## src/gpm_regs.svh

```systemverilog
`ifndef GPM_REGS_SVH
`define GPM_REGS_SVH

// register indices; byte address is four times the index
`define GPM_IDX_PIN5_CTL      8'h15
`define GPM_IDX_PIN6_CTL      8'h16
`define GPM_ADDR_PIN5_CTL     10'h054
`define GPM_ADDR_PIN6_CTL     10'h058
`define GPM_ADDR_INPUT_STAT   10'h060
`define GPM_ADDR_PORT_CFG     10'h064

// field positions of a pin control register
`define GPM_SEL_MSB           7
`define GPM_SEL_LSB           5
`define GPM_SRC_MSB           4
`define GPM_SRC_LSB           2
`define GPM_VAL_BIT           1
`define GPM_EN_BIT            0

`define GPM_CTL_RESET         8'h00
`define GPM_PORT_CFG_RESET    8'h00

`endif

```

## src/gpm_pkg.sv

```systemverilog
package gpm_pkg;

    typedef enum logic [2:0] {
        GPM_SRC_RX0    = 3'h0,
        GPM_SRC_RX1    = 3'h1,
        GPM_SRC_RX2    = 3'h2,
        GPM_SRC_RX3    = 3'h3,
        GPM_SRC_STATUS = 3'h4,
        GPM_SRC_RSVD   = 3'h5,
        GPM_SRC_TX0    = 3'h6,
        GPM_SRC_TX1    = 3'h7
    } gpm_src_t;

    typedef enum logic [2:0] {
        GPM_RX_GPIO0 = 3'h0,
        GPM_RX_GPIO1 = 3'h1,
        GPM_RX_GPIO2 = 3'h2,
        GPM_RX_GPIO3 = 3'h3,
        GPM_RX_LOCK  = 3'h4,
        GPM_RX_PASS  = 3'h5,
        GPM_RX_FV    = 3'h6,
        GPM_RX_LV    = 3'h7
    } gpm_rx_sel_t;

    typedef enum logic [2:0] {
        GPM_ST_VALUE    = 3'h0,
        GPM_ST_LOCK_OR  = 3'h1,
        GPM_ST_LOCK_AND = 3'h2,
        GPM_ST_PASS_AND = 3'h3,
        GPM_ST_FSYNC    = 3'h4
    } gpm_st_sel_t;

    typedef enum logic [2:0] {
        GPM_TX_PASS_AND = 3'h0,
        GPM_TX_PASS_OR  = 3'h1,
        GPM_TX_FRAME    = 3'h2,
        GPM_TX_LINE     = 3'h3,
        GPM_TX_SYNCED   = 3'h4,
        GPM_TX_IRQ      = 3'h5
    } gpm_tx_sel_t;

    // one-hot bus slave states
    typedef enum logic [1:0] {
        GPM_BUS_IDLE = 2'b01,
        GPM_BUS_ACK  = 2'b10
    } gpm_bus_state_t;

endpackage

```

## src/gpm_output_mux.sv

```systemverilog
// What this block does
// RL1: source field bits 4:2 picks rx port 0-3, status, or tx port
// RL2: select field bits 7:5 is decoded according to current source
// RL3: rx source, select 000-011 drives forwarded remote gpio 0-3
// RL4: rx source, select 100 gives lock, 101 gives pass
// RL5: rx source, select 110 gives frame valid, 111 line valid
// RL6: status source, select 000 drives the value bit
// RL7: status source, 001 is or of enabled locks, 010 the and
// RL8: status source, 011 is and of enabled port pass
// RL9: status source, 100 drives frame sync; 101-111 reserved
// RL10: tx source, 000 and of selected pass, 001 the or
// RL11: tx source, 010 frame being sent, 011 line being sent
// RL12: tx source, 100 synchronized, 101 interrupt, 110-111 reserved
// RL13: bit 1 holds the software level for the value output
// RL14: bit 0 enables the driver; all fields reset to zero
// RL15: pin 6 has its own identical independent control register
// RL16: reserved codes drive low on an enabled pin
// RL17: enable bit 0 leaves the pin undriven
//
// Chosen here: the Wishbone interface to the registers.
`timescale 1ns/1ps
`include "gpm_regs.svh"

module gpm_output_mux
    import gpm_pkg::*;
(
    input  wire logic        ref_clk,
    input  wire logic        sys_rst,
    input  wire logic        wb_cyc_i,
    input  wire logic        wb_stb_i,
    input  wire logic        wb_we_i,
    input  wire logic [9:0]  wb_adr_i,
    input  wire logic [3:0]  wb_sel_i,
    input  wire logic [31:0] wb_dat_i,
    output logic      [31:0] wb_dat_o,
    output logic             wb_ack_o,
    input  wire logic [3:0]  rxGpio0,
    input  wire logic [3:0]  rxGpio1,
    input  wire logic [3:0]  rxGpio2,
    input  wire logic [3:0]  rxGpio3,
    input  wire logic [3:0]  rxLock,
    input  wire logic [3:0]  rxPass,
    input  wire logic [3:0]  rxFrameValid,
    input  wire logic [3:0]  rxLineValid,
    input  wire logic        frameSyncSignal,
    input  wire logic [1:0]  txFrame,
    input  wire logic [1:0]  txLine,
    input  wire logic [1:0]  txSynced,
    input  wire logic [1:0]  txIrq,
    input  wire logic        pin5In,
    input  wire logic        pin6In,
    output logic             pin5Out,
    output logic             pin5Oe,
    output logic             pin6Out,
    output logic             pin6Oe
);

    ////////////////////////////////////////////////////////////////////////
    // input synchronisation

    localparam int SYNC_W = 43;

    logic [SYNC_W-1:0] rawIn;
    logic [SYNC_W-1:0] syncIn;

    assign rawIn = {rxGpio0, rxGpio1, rxGpio2, rxGpio3, rxLock, rxPass,
                    rxFrameValid, rxLineValid, frameSyncSignal,
                    txFrame, txLine, txSynced, txIrq, pin5In, pin6In};

    // link status arrives from other domains
    gpm_sync2 #(
        .WIDTH (SYNC_W)
    ) u_sync (
        .ref_clk (ref_clk),
        .sys_rst (sys_rst),
        .asyncIn (rawIn),
        .syncOut (syncIn)
    );

    logic [3:0] sGpio0;
    logic [3:0] sGpio1;
    logic [3:0] sGpio2;
    logic [3:0] sGpio3;
    logic [3:0] sLock;
    logic [3:0] sPass;
    logic [3:0] sFv;
    logic [3:0] sLv;
    logic       sFsync;
    logic [1:0] sTxFrame;
    logic [1:0] sTxLine;
    logic [1:0] sTxSynced;
    logic [1:0] sTxIrq;
    logic       sPin5;
    logic       sPin6;

    assign {sGpio0, sGpio1, sGpio2, sGpio3, sLock, sPass, sFv, sLv,
            sFsync, sTxFrame, sTxLine, sTxSynced, sTxIrq,
            sPin5, sPin6} = syncIn;

    ////////////////////////////////////////////////////////////////////////
    // wishbone slave

    gpm_bus_state_t busState_ff;
    gpm_bus_state_t nxt_busState;
    logic           busReq;
    logic           busWr;
    logic [31:0]    nxt_rdData;
    logic [31:0]    rdData_ff;

    assign busReq = wb_cyc_i && wb_stb_i;

    always_comb begin
        nxt_busState = busState_ff;
        case (busState_ff)
            GPM_BUS_IDLE: if (busReq) nxt_busState = GPM_BUS_ACK;
            GPM_BUS_ACK:  nxt_busState = GPM_BUS_IDLE;
            default:      nxt_busState = GPM_BUS_IDLE;
        endcase
    end

    always_ff @(posedge ref_clk or posedge sys_rst) begin
        if (sys_rst) begin
            busState_ff <= GPM_BUS_IDLE;
        end else begin
            busState_ff <= nxt_busState;
        end
    end

    // one wait state gives registered read data; ack drops after one cycle
    assign wb_ack_o = (busState_ff == GPM_BUS_ACK) && busReq;
    // write commits at the acking edge, low lane only
    assign busWr = wb_ack_o && wb_we_i && wb_sel_i[0];

    ////////////////////////////////////////////////////////////////////////
    // control registers

    logic [7:0] pin5Ctl_ff;
    logic [7:0] pin6Ctl_ff;
    logic [7:0] portCfg_ff;

    // RL14: fields reset to zero
    always_ff @(posedge ref_clk or posedge sys_rst) begin
        if (sys_rst) begin
            pin5Ctl_ff <= `GPM_CTL_RESET;
        end else if (busWr && wb_adr_i == `GPM_ADDR_PIN5_CTL) begin
            // RL13: value bit stored
            pin5Ctl_ff <= wb_dat_i[7:0];
        end
    end

    // RL15: pin 6 independent register
    always_ff @(posedge ref_clk or posedge sys_rst) begin
        if (sys_rst) begin
            pin6Ctl_ff <= `GPM_CTL_RESET;
        end else if (busWr && wb_adr_i == `GPM_ADDR_PIN6_CTL) begin
            pin6Ctl_ff <= wb_dat_i[7:0];
        end
    end

    // low nibble enables rx ports, high nibble picks rx ports for tx 0;
    // tx 1 always takes all four, which saves a second mask register
    always_ff @(posedge ref_clk or posedge sys_rst) begin
        if (sys_rst) begin
            portCfg_ff <= `GPM_PORT_CFG_RESET;
        end else if (busWr && wb_adr_i == `GPM_ADDR_PORT_CFG) begin
            portCfg_ff <= wb_dat_i[7:0];
        end
    end

    always_comb begin
        nxt_rdData = 32'h0000_0000;
        case (wb_adr_i)
            `GPM_ADDR_PIN5_CTL:   nxt_rdData[7:0] = pin5Ctl_ff;
            `GPM_ADDR_PIN6_CTL:   nxt_rdData[7:0] = pin6Ctl_ff;
            `GPM_ADDR_INPUT_STAT: nxt_rdData[1:0] = {sPin6, sPin5};
            `GPM_ADDR_PORT_CFG:   nxt_rdData[7:0] = portCfg_ff;
            default:              nxt_rdData = 32'h0000_0000;
        endcase
    end

    // unmapped addresses ack with zero data
    always_ff @(posedge ref_clk or posedge sys_rst) begin
        if (sys_rst) begin
            rdData_ff <= 32'h0000_0000;
        end else begin
            rdData_ff <= nxt_rdData;
        end
    end

    assign wb_dat_o = rdData_ff;

    ////////////////////////////////////////////////////////////////////////
    // pin muxes

    logic [3:0] txSel1;

    assign txSel1 = 4'hF;

    // RL1: pin 5 output mux
    gpm_pin_mux u_pin5 (
        .ref_clk         (ref_clk),
        .sys_rst         (sys_rst),
        .ctlReg          (pin5Ctl_ff),
        .rxGpio0         (sGpio0),
        .rxGpio1         (sGpio1),
        .rxGpio2         (sGpio2),
        .rxGpio3         (sGpio3),
        .rxLock          (sLock),
        .rxPass          (sPass),
        .rxFrameValid    (sFv),
        .rxLineValid     (sLv),
        .rxEnabled       (portCfg_ff[3:0]),
        .frameSyncSignal (sFsync),
        .txPortSel0      (portCfg_ff[7:4]),
        .txPortSel1      (txSel1),
        .txFrame         (sTxFrame),
        .txLine          (sTxLine),
        .txSynced        (sTxSynced),
        .txIrq           (sTxIrq),
        .pinOut          (pin5Out),
        .pinOe           (pin5Oe)
    );

    // RL15: pin 6 output mux
    gpm_pin_mux u_pin6 (
        .ref_clk         (ref_clk),
        .sys_rst         (sys_rst),
        .ctlReg          (pin6Ctl_ff),
        .rxGpio0         (sGpio0),
        .rxGpio1         (sGpio1),
        .rxGpio2         (sGpio2),
        .rxGpio3         (sGpio3),
        .rxLock          (sLock),
        .rxPass          (sPass),
        .rxFrameValid    (sFv),
        .rxLineValid     (sLv),
        .rxEnabled       (portCfg_ff[3:0]),
        .frameSyncSignal (sFsync),
        .txPortSel0      (portCfg_ff[7:4]),
        .txPortSel1      (txSel1),
        .txFrame         (sTxFrame),
        .txLine          (sTxLine),
        .txSynced        (sTxSynced),
        .txIrq           (sTxIrq),
        .pinOut          (pin6Out),
        .pinOe           (pin6Oe)
    );

endmodule

```

## src/gpm_sync2.sv

```systemverilog
`timescale 1ns/1ps

module gpm_sync2 #(
    parameter int WIDTH = 1
) (
    input  wire logic             ref_clk,
    input  wire logic             sys_rst,
    input  wire logic [WIDTH-1:0] asyncIn,
    output logic      [WIDTH-1:0] syncOut
);

    logic [WIDTH-1:0] stage1_ff;
    logic [WIDTH-1:0] stage2_ff;

    // first stage feeds only the second
    always_ff @(posedge ref_clk or posedge sys_rst) begin
        if (sys_rst) begin
            stage1_ff <= '0;
            stage2_ff <= '0;
        end else begin
            stage1_ff <= asyncIn;
            stage2_ff <= stage1_ff;
        end
    end

    assign syncOut = stage2_ff;

endmodule

```

## src/gpm_pin_mux.sv

```systemverilog
`timescale 1ns/1ps
`include "gpm_regs.svh"

module gpm_pin_mux
    import gpm_pkg::*;
(
    input  wire logic       ref_clk,
    input  wire logic       sys_rst,
    input  wire logic [7:0] ctlReg,
    input  wire logic [3:0] rxGpio0,
    input  wire logic [3:0] rxGpio1,
    input  wire logic [3:0] rxGpio2,
    input  wire logic [3:0] rxGpio3,
    input  wire logic [3:0] rxLock,
    input  wire logic [3:0] rxPass,
    input  wire logic [3:0] rxFrameValid,
    input  wire logic [3:0] rxLineValid,
    input  wire logic [3:0] rxEnabled,
    input  wire logic       frameSyncSignal,
    input  wire logic [3:0] txPortSel0,
    input  wire logic [3:0] txPortSel1,
    input  wire logic [1:0] txFrame,
    input  wire logic [1:0] txLine,
    input  wire logic [1:0] txSynced,
    input  wire logic [1:0] txIrq,
    output logic            pinOut,
    output logic            pinOe
);

    logic [2:0] srcCode;
    logic [2:0] selCode;
    logic [1:0] rxIdx;
    logic       txIdx;
    logic [3:0] txSel;
    logic [3:0] rxEnLock;
    logic [3:0] rxEnPass;
    logic [3:0] txPassSel;
    logic       nxt_pinOut;
    logic       pinOut_ff;
    logic       pinOe_ff;

    assign srcCode = ctlReg[`GPM_SRC_MSB:`GPM_SRC_LSB];
    assign selCode = ctlReg[`GPM_SEL_MSB:`GPM_SEL_LSB];
    assign rxIdx   = srcCode[1:0];
    assign txIdx   = srcCode[0];
    assign txSel   = txIdx ? txPortSel1 : txPortSel0;
    // disabled ports count as neutral for and, absent for or
    assign rxEnLock  = rxLock & rxEnabled;
    assign rxEnPass  = rxPass | ~rxEnabled;
    assign txPassSel = rxPass | ~txSel;

    always_comb begin
        nxt_pinOut = 1'b0;
        case (srcCode)
            // RL1: rx port source
            GPM_SRC_RX0, GPM_SRC_RX1, GPM_SRC_RX2, GPM_SRC_RX3: begin
                case (selCode)
                    // RL3: forwarded remote gpio
                    GPM_RX_GPIO0: nxt_pinOut = rxGpio0[rxIdx];
                    GPM_RX_GPIO1: nxt_pinOut = rxGpio1[rxIdx];
                    GPM_RX_GPIO2: nxt_pinOut = rxGpio2[rxIdx];
                    GPM_RX_GPIO3: nxt_pinOut = rxGpio3[rxIdx];
                    // RL4: lock and pass
                    GPM_RX_LOCK:  nxt_pinOut = rxLock[rxIdx];
                    GPM_RX_PASS:  nxt_pinOut = rxPass[rxIdx];
                    // RL5: frame and line valid
                    GPM_RX_FV:    nxt_pinOut = rxFrameValid[rxIdx];
                    GPM_RX_LV:    nxt_pinOut = rxLineValid[rxIdx];
                    default:      nxt_pinOut = 1'b0;
                endcase
            end
            // RL1: device status source
            GPM_SRC_STATUS: begin
                // RL2: select by source
                case (selCode)
                    // RL6: register value
                    GPM_ST_VALUE:    nxt_pinOut = ctlReg[`GPM_VAL_BIT];
                    // RL7: lock or / and
                    GPM_ST_LOCK_OR:  nxt_pinOut = |rxEnLock;
                    GPM_ST_LOCK_AND: nxt_pinOut = (|rxEnabled) &&
                        ((rxLock & rxEnabled) == rxEnabled);
                    // RL8: pass and
                    GPM_ST_PASS_AND: nxt_pinOut = (|rxEnabled) &&
                        (&rxEnPass);
                    // RL9: frame sync
                    GPM_ST_FSYNC:    nxt_pinOut = frameSyncSignal;
                    // RL16: reserved drives low
                    default:         nxt_pinOut = 1'b0;
                endcase
            end
            // RL1: csi-2 transmit sources
            GPM_SRC_TX0, GPM_SRC_TX1: begin
                case (selCode)
                    // RL10: pass and / or
                    GPM_TX_PASS_AND: nxt_pinOut = (|txSel) && (&txPassSel);
                    GPM_TX_PASS_OR:  nxt_pinOut = |(rxPass & txSel);
                    // RL11: frame and line
                    GPM_TX_FRAME:    nxt_pinOut = txFrame[txIdx];
                    GPM_TX_LINE:     nxt_pinOut = txLine[txIdx];
                    // RL12: synced and interrupt
                    GPM_TX_SYNCED:   nxt_pinOut = txSynced[txIdx];
                    GPM_TX_IRQ:      nxt_pinOut = txIrq[txIdx];
                    // RL16: reserved drives low
                    default:         nxt_pinOut = 1'b0;
                endcase
            end
            // RL16: reserved source low
            default: nxt_pinOut = 1'b0;
        endcase
    end

    // registered so the pin never glitches on mux changes
    always_ff @(posedge ref_clk or posedge sys_rst) begin
        if (sys_rst) begin
            pinOut_ff <= 1'b0;
            pinOe_ff  <= 1'b0;
        end else begin
            // RL17: disabled pin undriven
            pinOut_ff <= nxt_pinOut & ctlReg[`GPM_EN_BIT];
            // RL14: output enable
            pinOe_ff  <= ctlReg[`GPM_EN_BIT];
        end
    end

    assign pinOut = pinOut_ff;
    assign pinOe  = pinOe_ff;

endmodule

```

## config.mk

```make
export PLATFORM = sky130hd
export DESIGN_NAME = gpm_output_mux
export DESIGN_NICKNAME = d
export VERILOG_FILES = /design/src/gpm_pkg.sv /design/src/gpm_output_mux.sv /design/src/gpm_sync2.sv /design/src/gpm_pin_mux.sv
export VERILOG_INCLUDE_DIRS = /design/src
export SDC_FILE = /design/constraint.sdc
export NUM_CORES = 1
export LEC_CHECK = 0
export BUFFER_PORTS_ARGS = -buffer_cell sky130_fd_sc_hd__buf_2
export CAP_MARGIN = 10
export CORE_UTILIZATION = 25
export DETAILED_ROUTE_END_ITERATION = 8
export SLEW_MARGIN = 20
export SYNTH_ARGS = -nofsm -noshare
export SYNTH_HDL_FRONTEND = slang
export SYNTH_SLANG_ARGS = --single-unit
```

## constraint.sdc

```tcl
create_clock -name ref_clk -period 4.9 [get_ports ref_clk]
set_input_delay 0 -clock ref_clk [delete_from_list [all_inputs] [get_ports ref_clk]]
set_output_delay 0 -clock ref_clk [all_outputs]
set_load 0.02 [all_outputs]
```

; Yosys cells after proc, flatten, opt, wreduce, memory -nomap -nowiden
; Cells that the tools add are included.
[word_totals]
regBits = 124
elab_cells = 150
inputBits = 94
[op_classes]
n_bitwise = 11
n_lt_le_gt_ge = 4
eq_ne = 34
reduce_logical = 28
muxes = 62
[ops]
columns = cell, count
row1 = $eq A3 B3 Y1 const B, 14
row2 = $eq A10 B7 Y1 const B, 4
row3 = $bmux W1 S2, 16
row4 = $mux W1, 32
row5 = $reduce_or A4 Y1, 8
row6 = $eq A3 B2 Y1 const B, 8
row7 = $pmux W6 S3, 1
row8 = $pmux W1 S8, 2
row9 = $and A4 B4 Y4, 3
row10 = $eq A3 B1 Y1 const B, 4
row11 = $logic_not A3 Y1, 4
row12 = $not A4 Y4, 3
row13 = $or A4 B4 Y4, 3
row14 = $pmux W1 S6, 2
row15 = $reduce_and A4 Y1, 3
row16 = $logic_and A1 B1 Y1, 11
row17 = $pmux W1 S5, 2
row18 = $mux W4, 2
row19 = $pmux W2 S4, 1
row20 = $lt A2 B3 Y1 const B, 2
row21 = $pmux W1 S3, 2
row22 = $eq A4 B4 Y1, 1
row23 = $lt A1 B2 Y1 const B, 2
row24 = $mux W2, 2
row25 = other kinds (5), 7

; Longest topological paths before layout
; Gate-level depths: netlist of run 1.
[logic_depth]
ltp_word = 8
mapped_depth = 8

; Hierarchy
; From an unflattened synthesis of run 1, not the netlist that was laid out.
[hier_totals]
hier_cells = 398
area_unflattened_um2 = 5405.2
[modules_own_cells]
columns = mod, area_each_um2, seq_area_each_um2, cells_each, instances
row1 = gpm_sync2, 2155.8, 2152.1, 87, 1
row2 = gpm_output_mux, 1783.0, 852.1, 149, 1
row3 = gpm_pin_mux, 733.2, 50.0, 81, 2

; Worst setup path before layout of run 1
; Ideal clock, no wire load.
[synth_path]
kind = register -> register
from = register busState_ff[0]
to = register pin5Ctl_ff[6]
t_required_ns = 4.772
slack_ns = 2.956
setup_time_ns = 0.128
arrival_ns = 1.817
path_stages_with_launch = 6
synth_period_minus_slack_ns = 1.944
n_path_buf = 1
cell_sequence = dfstp_2 nor3b_1 and3_1 clkbuf_1 nand2_2 mux2_1
[synth_via]
elab_chain_len = 5
[synth_lines]
columns = element, line_no
row1 = from (decl), gpm_output_mux.sv:103  ; gpm_bus_state_t busState_ff;
row2 = from (signal assigned), gpm_output_mux.sv:125  ; busState_ff <= nxt_busState;
row3 = $eq A2 B2 Y1, gpm_output_mux.sv:130  ; assign wb_ack_o = (busState_ff == GPM_BUS_ACK) && busReq;
row4 = $logic_and A1 B1 Y1, gpm_output_mux.sv:130
row5 = via wb_ack_o, gpm_output_mux.sv:36  ; output logic wb_ack_o,
row6 = $logic_and A1 B1 Y1 (2 in a row), gpm_output_mux.sv:132  ; assign busWr = wb_ack_o && wb_we_i && wb_sel_i[0];
row7 = $logic_and A1 B1 Y1 (no source line), -
row8 = to (signal assigned), gpm_output_mux.sv:144  ; pin5Ctl_ff <= `GPM_CTL_RESET;
row9 = to (signal assigned), gpm_output_mux.sv:147  ; pin5Ctl_ff <= wb_dat_i[7:0];
row10 = to (decl), gpm_output_mux.sv:137  ; logic [7:0] pin5Ctl_ff;
; The timed path passes the listed nets, and every way through them passes these cells.
; A chain may end at the register's enable or synchronous reset.

; Worst setup path after layout of run 1
[layout_path]
from = register pin6Ctl_ff[2]
to = register u_pin6.pinOut_ff (netlist: u_pin6.pinOut)
[layout_via]
elab_chain_len = 8
elab_cells_between_ends = 45
[layout_lines]
columns = element, line_no
row1 = from (decl), gpm_output_mux.sv:138  ; logic [7:0] pin6Ctl_ff;
row2 = from (signal assigned), gpm_output_mux.sv:154  ; pin6Ctl_ff <= `GPM_CTL_RESET;
row3 = from (signal assigned), gpm_output_mux.sv:156  ; pin6Ctl_ff <= wb_dat_i[7:0];
row4 = $mux W4, gpm_pin_mux.sv:46  ; assign txSel = txIdx ? txPortSel1 : txPortSel0;
row5 = $not A4 Y4, gpm_pin_mux.sv:50  ; assign txPassSel = rxPass | ~txSel;
row6 = $or A4 B4 Y4, gpm_pin_mux.sv:50
row7 = $reduce_and A4 Y1, gpm_pin_mux.sv:95  ; GPM_TX_PASS_AND: nxt_pinOut = (|txSel) && (&txPassSel);
row8 = $logic_and A1 B1 Y1, gpm_pin_mux.sv:95
row9 = $pmux W1 S6, gpm_pin_mux.sv:93  ; case (selCode)
row10 = $pmux W1 S3 (*), gpm_pin_mux.sv:54  ; case (srcCode)
row11 = $and A1 B1 Y1 (*), gpm_pin_mux.sv:119  ; pinOut_ff <= nxt_pinOut & ctlReg[`GPM_EN_BIT];
row12 = to (signal assigned), gpm_pin_mux.sv:119
row13 = to (decl), gpm_pin_mux.sv:39  ; logic pinOut_ff;
; Mark *: on every way between the ends. The rest lies on a longest branch, timed or not. The select of a mux whose other input is x is not followed.

==> summary.txt, run 1 <==
Clock network
  • CTS tree: built
  • CTS Buffer Depth: 2
  • Clk_lat worst skew: 0.42 ns
  • Clk sinks: 124
  • Clk pin slew, worst setup/hold paths: roughly 0.060 ns
  • H-tree Lvls: 4
  • CTS buffer count: 17
  • CTS Root Cell: clkbuf_16

Layout
  • Area Growth Syn to Fin: 34.4%
  • Fin cells: ~760
  • ANT cells: 0
  • Filler Cell Count: ~1900
  • Layout cells sized above 1: 0.330
  • Design area: 6660 sq um
  • Multi-input gate area: 1640 sq um
  • Storage cell area: 3100 sq um
  • NumNets Final: around 580

Worst hold path
  • Hold Path Class: in -> reg

Worst setup path
  • CP Capture Type: flop
  • WS Path Type: reg -> reg
  • Setup crit start kind: flop
  • CP required: ~5.2 ns
  • CP arrival: approximately 2.7 ns
  • Max FO, Critical Path: 16

Timing
  • Hold Fails Final Rpt: 0
  • Least-Margin Pin Slew: about 0.96 ns
  • Final setup skew: 0.00942 ns
  • Fin crit share: 0.487
  • Rel. slew slack: 0.363
  • Final setup vio count: 0
  • Final setup TNS: 0 ns
  • Min Tclk post-route: between 2 and 2.5 ns
  • RSZ-0062 raised after global routing: no
  • Max-slew violations: 0
  • Peak Freq: between 0.4 and 0.5 GHz

Power
  • Share of power burned in the clock network: 0.506
  • Gate power share: 0.049
  • Switch Pwr: around 0.57 mW
  • Design Power: 2.43 mW
  • Reg power frac: 0.445
  • Maximum vdd drop: roughly 0.33 mV
  • Power per cell area: approximately 360 nW/um^2
  • Pint: between 1.5 and 2 mW
  • Lkg Pwr: 3.01 nW
  • Switching share of power: 0.236

Global route
  • Initial antenna violation count: 0
  • Largest net degree at the start of global routing: 74
  • GRT Total Usage: 0.125
  • Global-route wire length before repair: approximately 19000 um
  • Vias in the first global route: 3389
  • Grt total ovfl: 0

Synth
  • Mapped Area: about 5000 sq um
  • Synth area leaders: dfrtp_1, mux4_2, mux2_2, buf_4, mux2i_1
  • Synthesis-stage register bit count: approximately 120
  • Post-synth top flop: dfrtp_1
  • Cell taking the most area after synthesis: dfrtp_1
  • Async SR Flop Fraction: 1.00
  • Netlist cell types: between 50 and 60
  • Ys Warns: 0
  • Synthesized instance count: 348
  • Synth top area share: 0.621
  • Seq/Total Area, Yosys: 0.626
  • Mean Syn Cell Area: about 14 sq um
  • Post-synth EDFFs: 0

Detailed routing
  • Routed wl met3: 543 um
  • Vias per cell: 4.36
  • Iter 0 DRT Violations: around 150
  • M1 WL: between 5000 and 6000 um
  • DRC: 0
  • Final WL: about 12000 um
  • DRT antenna net count: 0
  • Met2 WL: 5710 um
  • Initial DRT Pass Iterations: 4
  • Routed vias: ~3300
  • Top sig layer: met4
  • Wirelength per Cell: approximately 15 um

Placement
  • Post-DP HPWL: approximately 7800 um
  • Dpl cell area: between 5000 and 6000 sq um
  • Dpl cells: 676
  • Routability Congestion: around 0.80
  • IO buf count: 79

Floorplan
  • Std-Cell Rows: 51
  • CORE AREA: about 19000 sq um
  • Die width: 143 um
  • I/O pin cnt: approximately 130
  • Initial Util: 0.255
  • Die area: 20400 sq um
  • Die H: 143 um

Job
  • Max Cap Viol: 0

Outcome
  • Outcome: complete, no violations
-- sequential cells by signal, indices dropped and copies added, names as in the netlist --
signal	flops
portCfg_ff	8
busState_ff	2
u_pin5.pinOut	1
pin6Ctl_ff	8
u_pin6.pinOe	1
u_sync.stage1_ff	43
u_sync.syncOut	43
u_pin6.pinOut	1
u_pin5.pinOe	1
pin5Ctl_ff	8
wb_dat_o	8
-- synthesized netlist by cell type, types with 2 or more instances --
cell type  number
nand3b_1        2
nor4_1          3
nand2_2         2
or4_1           2
mux2i_1         7
nor3_1          2
nor2_1          9
a22oi_1         5
mux4_2         17
nor2b_1         9
a32oi_1         3
inv_1          14
buf_4          24
a31oi_1         6
a22o_1          2
a21oi_1         7
nand2_1        13
clkbuf_1       10
mux2_2         25
o41ai_1         2
o22ai_1         3
dfrtp_1       123
a2111oi_0       2
o2111ai_1       3
buf_2           5
nor3b_1         4
nand3_1         6
nand2b_1        5
a222oi_1        6
o21ai_0         5
-- logic make-up after synthesis --
group,Yosys count,synth area share
compound gates,53,0.0808
buf+inv,54,0.0603
flops,124,0.626
mux,50,0.150
other cells,1,0.000756
simple gates,66,0.0815
-- final timing paths --
kind	startpoint	endpoint	slack, ns	depth (start not counted)
min in group asynchronous	sys_rst	u_sync.stage1_ff[25]$_DFF_PP0_	0.30	3
max in group asynchronous	sys_rst	pin6Ctl_ff[4]$_DFFE_PP0P_	3.43	4
setup / recovery	pin6Ctl_ff[2]$_DFFE_PP0P_	u_pin6.pinOut$_DFF_PP0_	2.51	6
hold reg to reg	u_sync.stage1_ff[2]$_DFF_PP0_	u_sync.syncOut[2]$_DFF_PP0_	0.34	0
hold / removal	wb_adr_i[2]	wb_dat_o[0]$_DFF_PP0_	0.14	3
setup reg to reg	pin6Ctl_ff[2]$_DFFE_PP0P_	u_pin6.pinOut$_DFF_PP0_	2.51	6
-- cells in the final DEF (no fill, tap or decap), types with 2 or more instances in the layout --
cell type,synthesis,final
a2111oi_0,2,2
or4_1,2,2
o41ai_1,2,2
o22ai_1,3,3
inv_1,14,13
nand3b_1,2,2
a31oi_1,6,6
a32oi_1,3,3
buf_2,5,79
nand3_1,6,6
a22oi_1,5,5
nor2b_1,9,9
mux2_2,25,25
conb_1,1,24
nor4_1,3,3
a222oi_1,6,6
inv_8,0,3
o2111ai_1,3,3
clkinvlp_4,0,3
nor2_1,9,9
mux4_2,17,17
a21oi_1,7,7
nand2b_1,5,5
dfrtp_1,123,123
nand2_1,13,13
dlygate4sd3_1,0,54
a22o_1,2,2
inv_6,0,6
nor3b_1,4,4
nor3_1,2,2
clkbuf_16,0,17
nand2_2,2,2
mux2i_1,7,7
o21ai_0,5,5
-- cell type report --
| type | instances | area share |
|---|---|---|
| flip-flops and latches | 124 | 0.466 |
| clock inverters | 14 | 0.0222 |
| clock buffers | 18 | 0.0659 |
| inverters | 14 | 0.00826 |
| repair buffers | 134 | 0.142 |
| multi-input cells | 193 | 0.246 |
| well taps | 265 | 0.0498 |
-- metrics by stage --
step | utilization | worst slack (ns) | hold slack, ns
6_report | 0.342 | 2.51 | 0.139
5_1_grt | 0.342 | 2.23 | 0.168
4_1_cts | 0.342 | 2.49 | 0.125
3_5_place_dp | 0.284 | 2.50 | 0.109
3_3_place_gp | 0.284 | 2.50 | 0.109
2_1_floorplan | - | 1.60 | 0.0314
-- per-layer routing --
| layer | vias up | track usage |
|---|---|---|
| li1 | 1512 | - |
| met2 | 125 | 0.199 |
| met1 | 1670 | 0.158 |
| met4 | 0 | 0.0566 |
| met5 | - | 0 |
| met3 | 17 | 0.0355 |
-- timing repair --
action                                 CTS  global route
setup endpoints to repair                0             0
resized for setup                        0             0
setup buffers                            0             0
endpoints found under the hold margin  141             0
hold buffers                            54             0
-- power by group through the flow --
stage	Sequential [mW]	Clock, mW	Combinational, mW
detailed placement	1.10	0	0.0866
global route	1.09	1.31	0.133
finish	1.08	1.23	0.118
floorplan	1.09	0	0.0635
CTS	1.08	1.26	0.120
global placement	1.10	0	0.0842
-- worst max-delay path, cell delays in order (launching register included) --
cell and delay, ns:
dfrtp_1 0.94, mux4_2 0.59, nor2b_1 0.14, a31oi_1 0.16
o22ai_1 0.09, o22ai_1 0.20, a31oi_1 0.10
No activity file was read; power rests on OpenSTA's default activity.
==> inputs of run 2 (changes only) <==
==> constraint.sdc (replaced) <==
create_clock -name ref_clk -period 2 [get_ports ref_clk]
set_input_delay 0 -clock ref_clk [delete_from_list [all_inputs] [get_ports ref_clk]]
set_output_delay 0 -clock ref_clk [all_outputs]
set_load 0.02 [all_outputs]
==> run 2 against run 1 <==
  * Global-route usage increased by 0.46 points
  * Design area increased by 4.9%
  * Total power increased by 150%
  * Die area unchanged
  * Register-to-register slack got worse by 2.4 ns
  * Count of clock-buffer cells in the layout increased by 4
  * Final cell count increased by 3.8%
  * Clock power increased to 2.5 times the previous value
  * Fmax increased by 27%
  * Highest routed layer unchanged
==> summary.txt, run 2 (synthesized netlist as in run 1, its figures left out) <==
Timing
  • Peak Freq: 0.531 GHz
  • Hold Fails Final Rpt: 0
  • Min Tclk post-route: 1.88 ns
  • RSZ-0062 raised after global routing: no
  • Final setup vio count: 0
  • Rel. slew slack: 0.583
  • Final setup skew: 0.00674 ns
  • Max-slew violations: 0
  • Least-Margin Pin Slew: between 0.6 and 0.7 ns
  • Fin crit share: 0.942
  • Final setup TNS: 0 ns

Worst setup path
  • CP arrival: between 2 and 2.5 ns
  • CP Capture Type: flop
  • CP required: ~2.3 ns
  • WS Path Type: reg -> reg
  • Max FO, Critical Path: 6
  • Setup crit start kind: flop

Global route
  • Grt total ovfl: 0
  • Global-route wire length before repair: a little under 20000 um
  • Vias in the first global route: ~3700
  • GRT Total Usage: 0.130
  • Largest net degree at the start of global routing: around 130
  • Initial antenna violation count: 0

Job
  • Max Cap Viol: 0

Power
  • Maximum vdd drop: roughly 0.55 mV
  • Share of power burned in the clock network: 0.513
  • Lkg Pwr: 3.20 nW
  • Design Power: around 6 mW
  • Switch Pwr: about 1.2 mW
  • Reg power frac: 0.436
  • Pint: 4.86 mW
  • Power per cell area: 867 nW/um^2
  • Switching share of power: 0.199
  • Gate power share: 0.051

Clock network
  • CTS Root Cell: clkbuf_16
  • CTS tree: built
  • Clk sinks: between 100 and 150
  • Clk pin slew, worst setup/hold paths: about 0.06 ns
  • H-tree Lvls: 4
  • Clk_lat worst skew: about 0.41 ns
  • CTS buffer count: 17
  • CTS Buffer Depth: 2

Layout
  • Commonest non-fill, non-tap cell in the layout: dfrtp_1
  • NumNets Final: 610
  • Layout cells sized above 1: 0.373
  • Area Growth Syn to Fin: 41.0%
  • ANT cells: 0
  • Fin cells: ~790
  • Filler Cell Count: between 1500 and 2000
  • Design area: 6990 sq um
  • Most frequent cells in the layout: dfrtp_1, buf_2, dlygate4sd3_1

Detailed routing
  • Iter 0 DRT Violations: approximately 180
  • Wirelength per Cell: 15.1 um
  • DRT antenna net count: 0
  • Vias per cell: ~4.4
  • Initial DRT Pass Iterations: 5
  • Routed vias: about 3500
  • Final WL: approximately 12000 um
  • DRC: 0

Floorplan
  • Die width: ~140 um
  • Die area: 20400 sq um
  • Die H: between 100 and 150 um
  • CORE AREA: just under 20000 sq um
  • Std-Cell Rows: 51
  • I/O pin cnt: between 100 and 150
  • Initial Util: 0.255

Placement
  • Post-DP HPWL: around 8400 um
  • Dpl cell area: ~6000 sq um
  • IO buf count: roughly 80
  • Dpl cells: between 700 and 800
  • Routability Congestion: around 0.84

Outcome
  • Outcome: complete, no violations

Worst hold path
  • Hold Path Class: in -> reg
[run 2: cell types whose count changed in the layout (fill, tap and decap cells not counted), sizes merged]
cell | before | now
buf | 80 | 112
clkinv | 1 | 3
bufinv | 1 | 3
clkinvlp | 3 | 2
clkbuf | 18 | 22
inv | 23 | 13
[run 2: critical path, stage by stage, from the launching register on]
cell and delay [ns]:
dfrtp_1 0.44, buf_4 0.19, o41ai_1 0.33, nand3_1 0.13, a32oi_1 0.18, nand2_1 0.07, o31ai_1 0.27, a31oi_1 0.14
[run 2: repair_timing]
item                                   CTS  global route
hold buffers                            54             0
endpoints found under the hold margin  192             0
setup endpoints to repair                0             2
setup buffers                            0             0
resized for setup                        0             5
[run 2: metrics by stage]
stage	hold WS, ns	setup WS [ns]	util
after global routing	0.149	0.0108	0.359
after floorplan	0.0314	0.0558	-
after global placement	0.109	0.0822	0.299
final	0.132	0.116	0.359
after detailed placement	0.109	0.0785	0.299
after CTS	0.109	0.0559	0.358
[run 2: power by group through the flow]
stage                     Combinational, mW  Clock (mW)  Sequential, mW
final                                 0.307        3.11            2.65
after global routing                  0.342        3.32            2.65
after CTS                             0.313        3.20            2.65
after detailed placement              0.230           0            2.69
after floorplan                       0.156           0            2.67
after global placement                0.224           0            2.68
[run 2: layout make-up]
type	instances	area, sq um	area share
Clock inverter	7	113	0.0161
Multi-Input combinational cell	193	1650	0.237
Tap cell	265	332	0.0474
Timing Repair Buffer	166	1230	0.177
Sequential cell	124	3110	0.444
Inverter	14	56.3	0.00806
Clock buffer	22	494	0.0707
[run 2: worst paths after layout]
check,start,end,slack [ns],cells past startpoint
max reg2reg,u_sync.syncOut[20]$_DFF_PP0_,u_pin5.pinOut$_DFF_PP0_,0.12,7
min in group asynchronous,sys_rst,u_sync.stage1_ff[29]$_DFF_PP0_,0.33,4
min,wb_adr_i[3],portCfg_ff[3]$_DFFE_PP0P_,0.13,4
max in group asynchronous,sys_rst,u_sync.syncOut[20]$_DFF_PP0_,1.22,4
max,u_sync.syncOut[20]$_DFF_PP0_,u_pin5.pinOut$_DFF_PP0_,0.12,7
min reg2reg,u_sync.stage1_ff[24]$_DFF_PP0_,u_sync.syncOut[24]$_DFF_PP0_,0.35,0
[run 2: metal layers]
layer / part of all wire / up-vias / global-route usage
met4: 0.023 / 0 / 0.0634
met3: 0.057 / 22 / 0.0376
met2: 0.48 / 146 / 0.205
met1: 0.44 / 1731 / 0.162
met5: 0 / - / 0
li1: - / 1567 / -
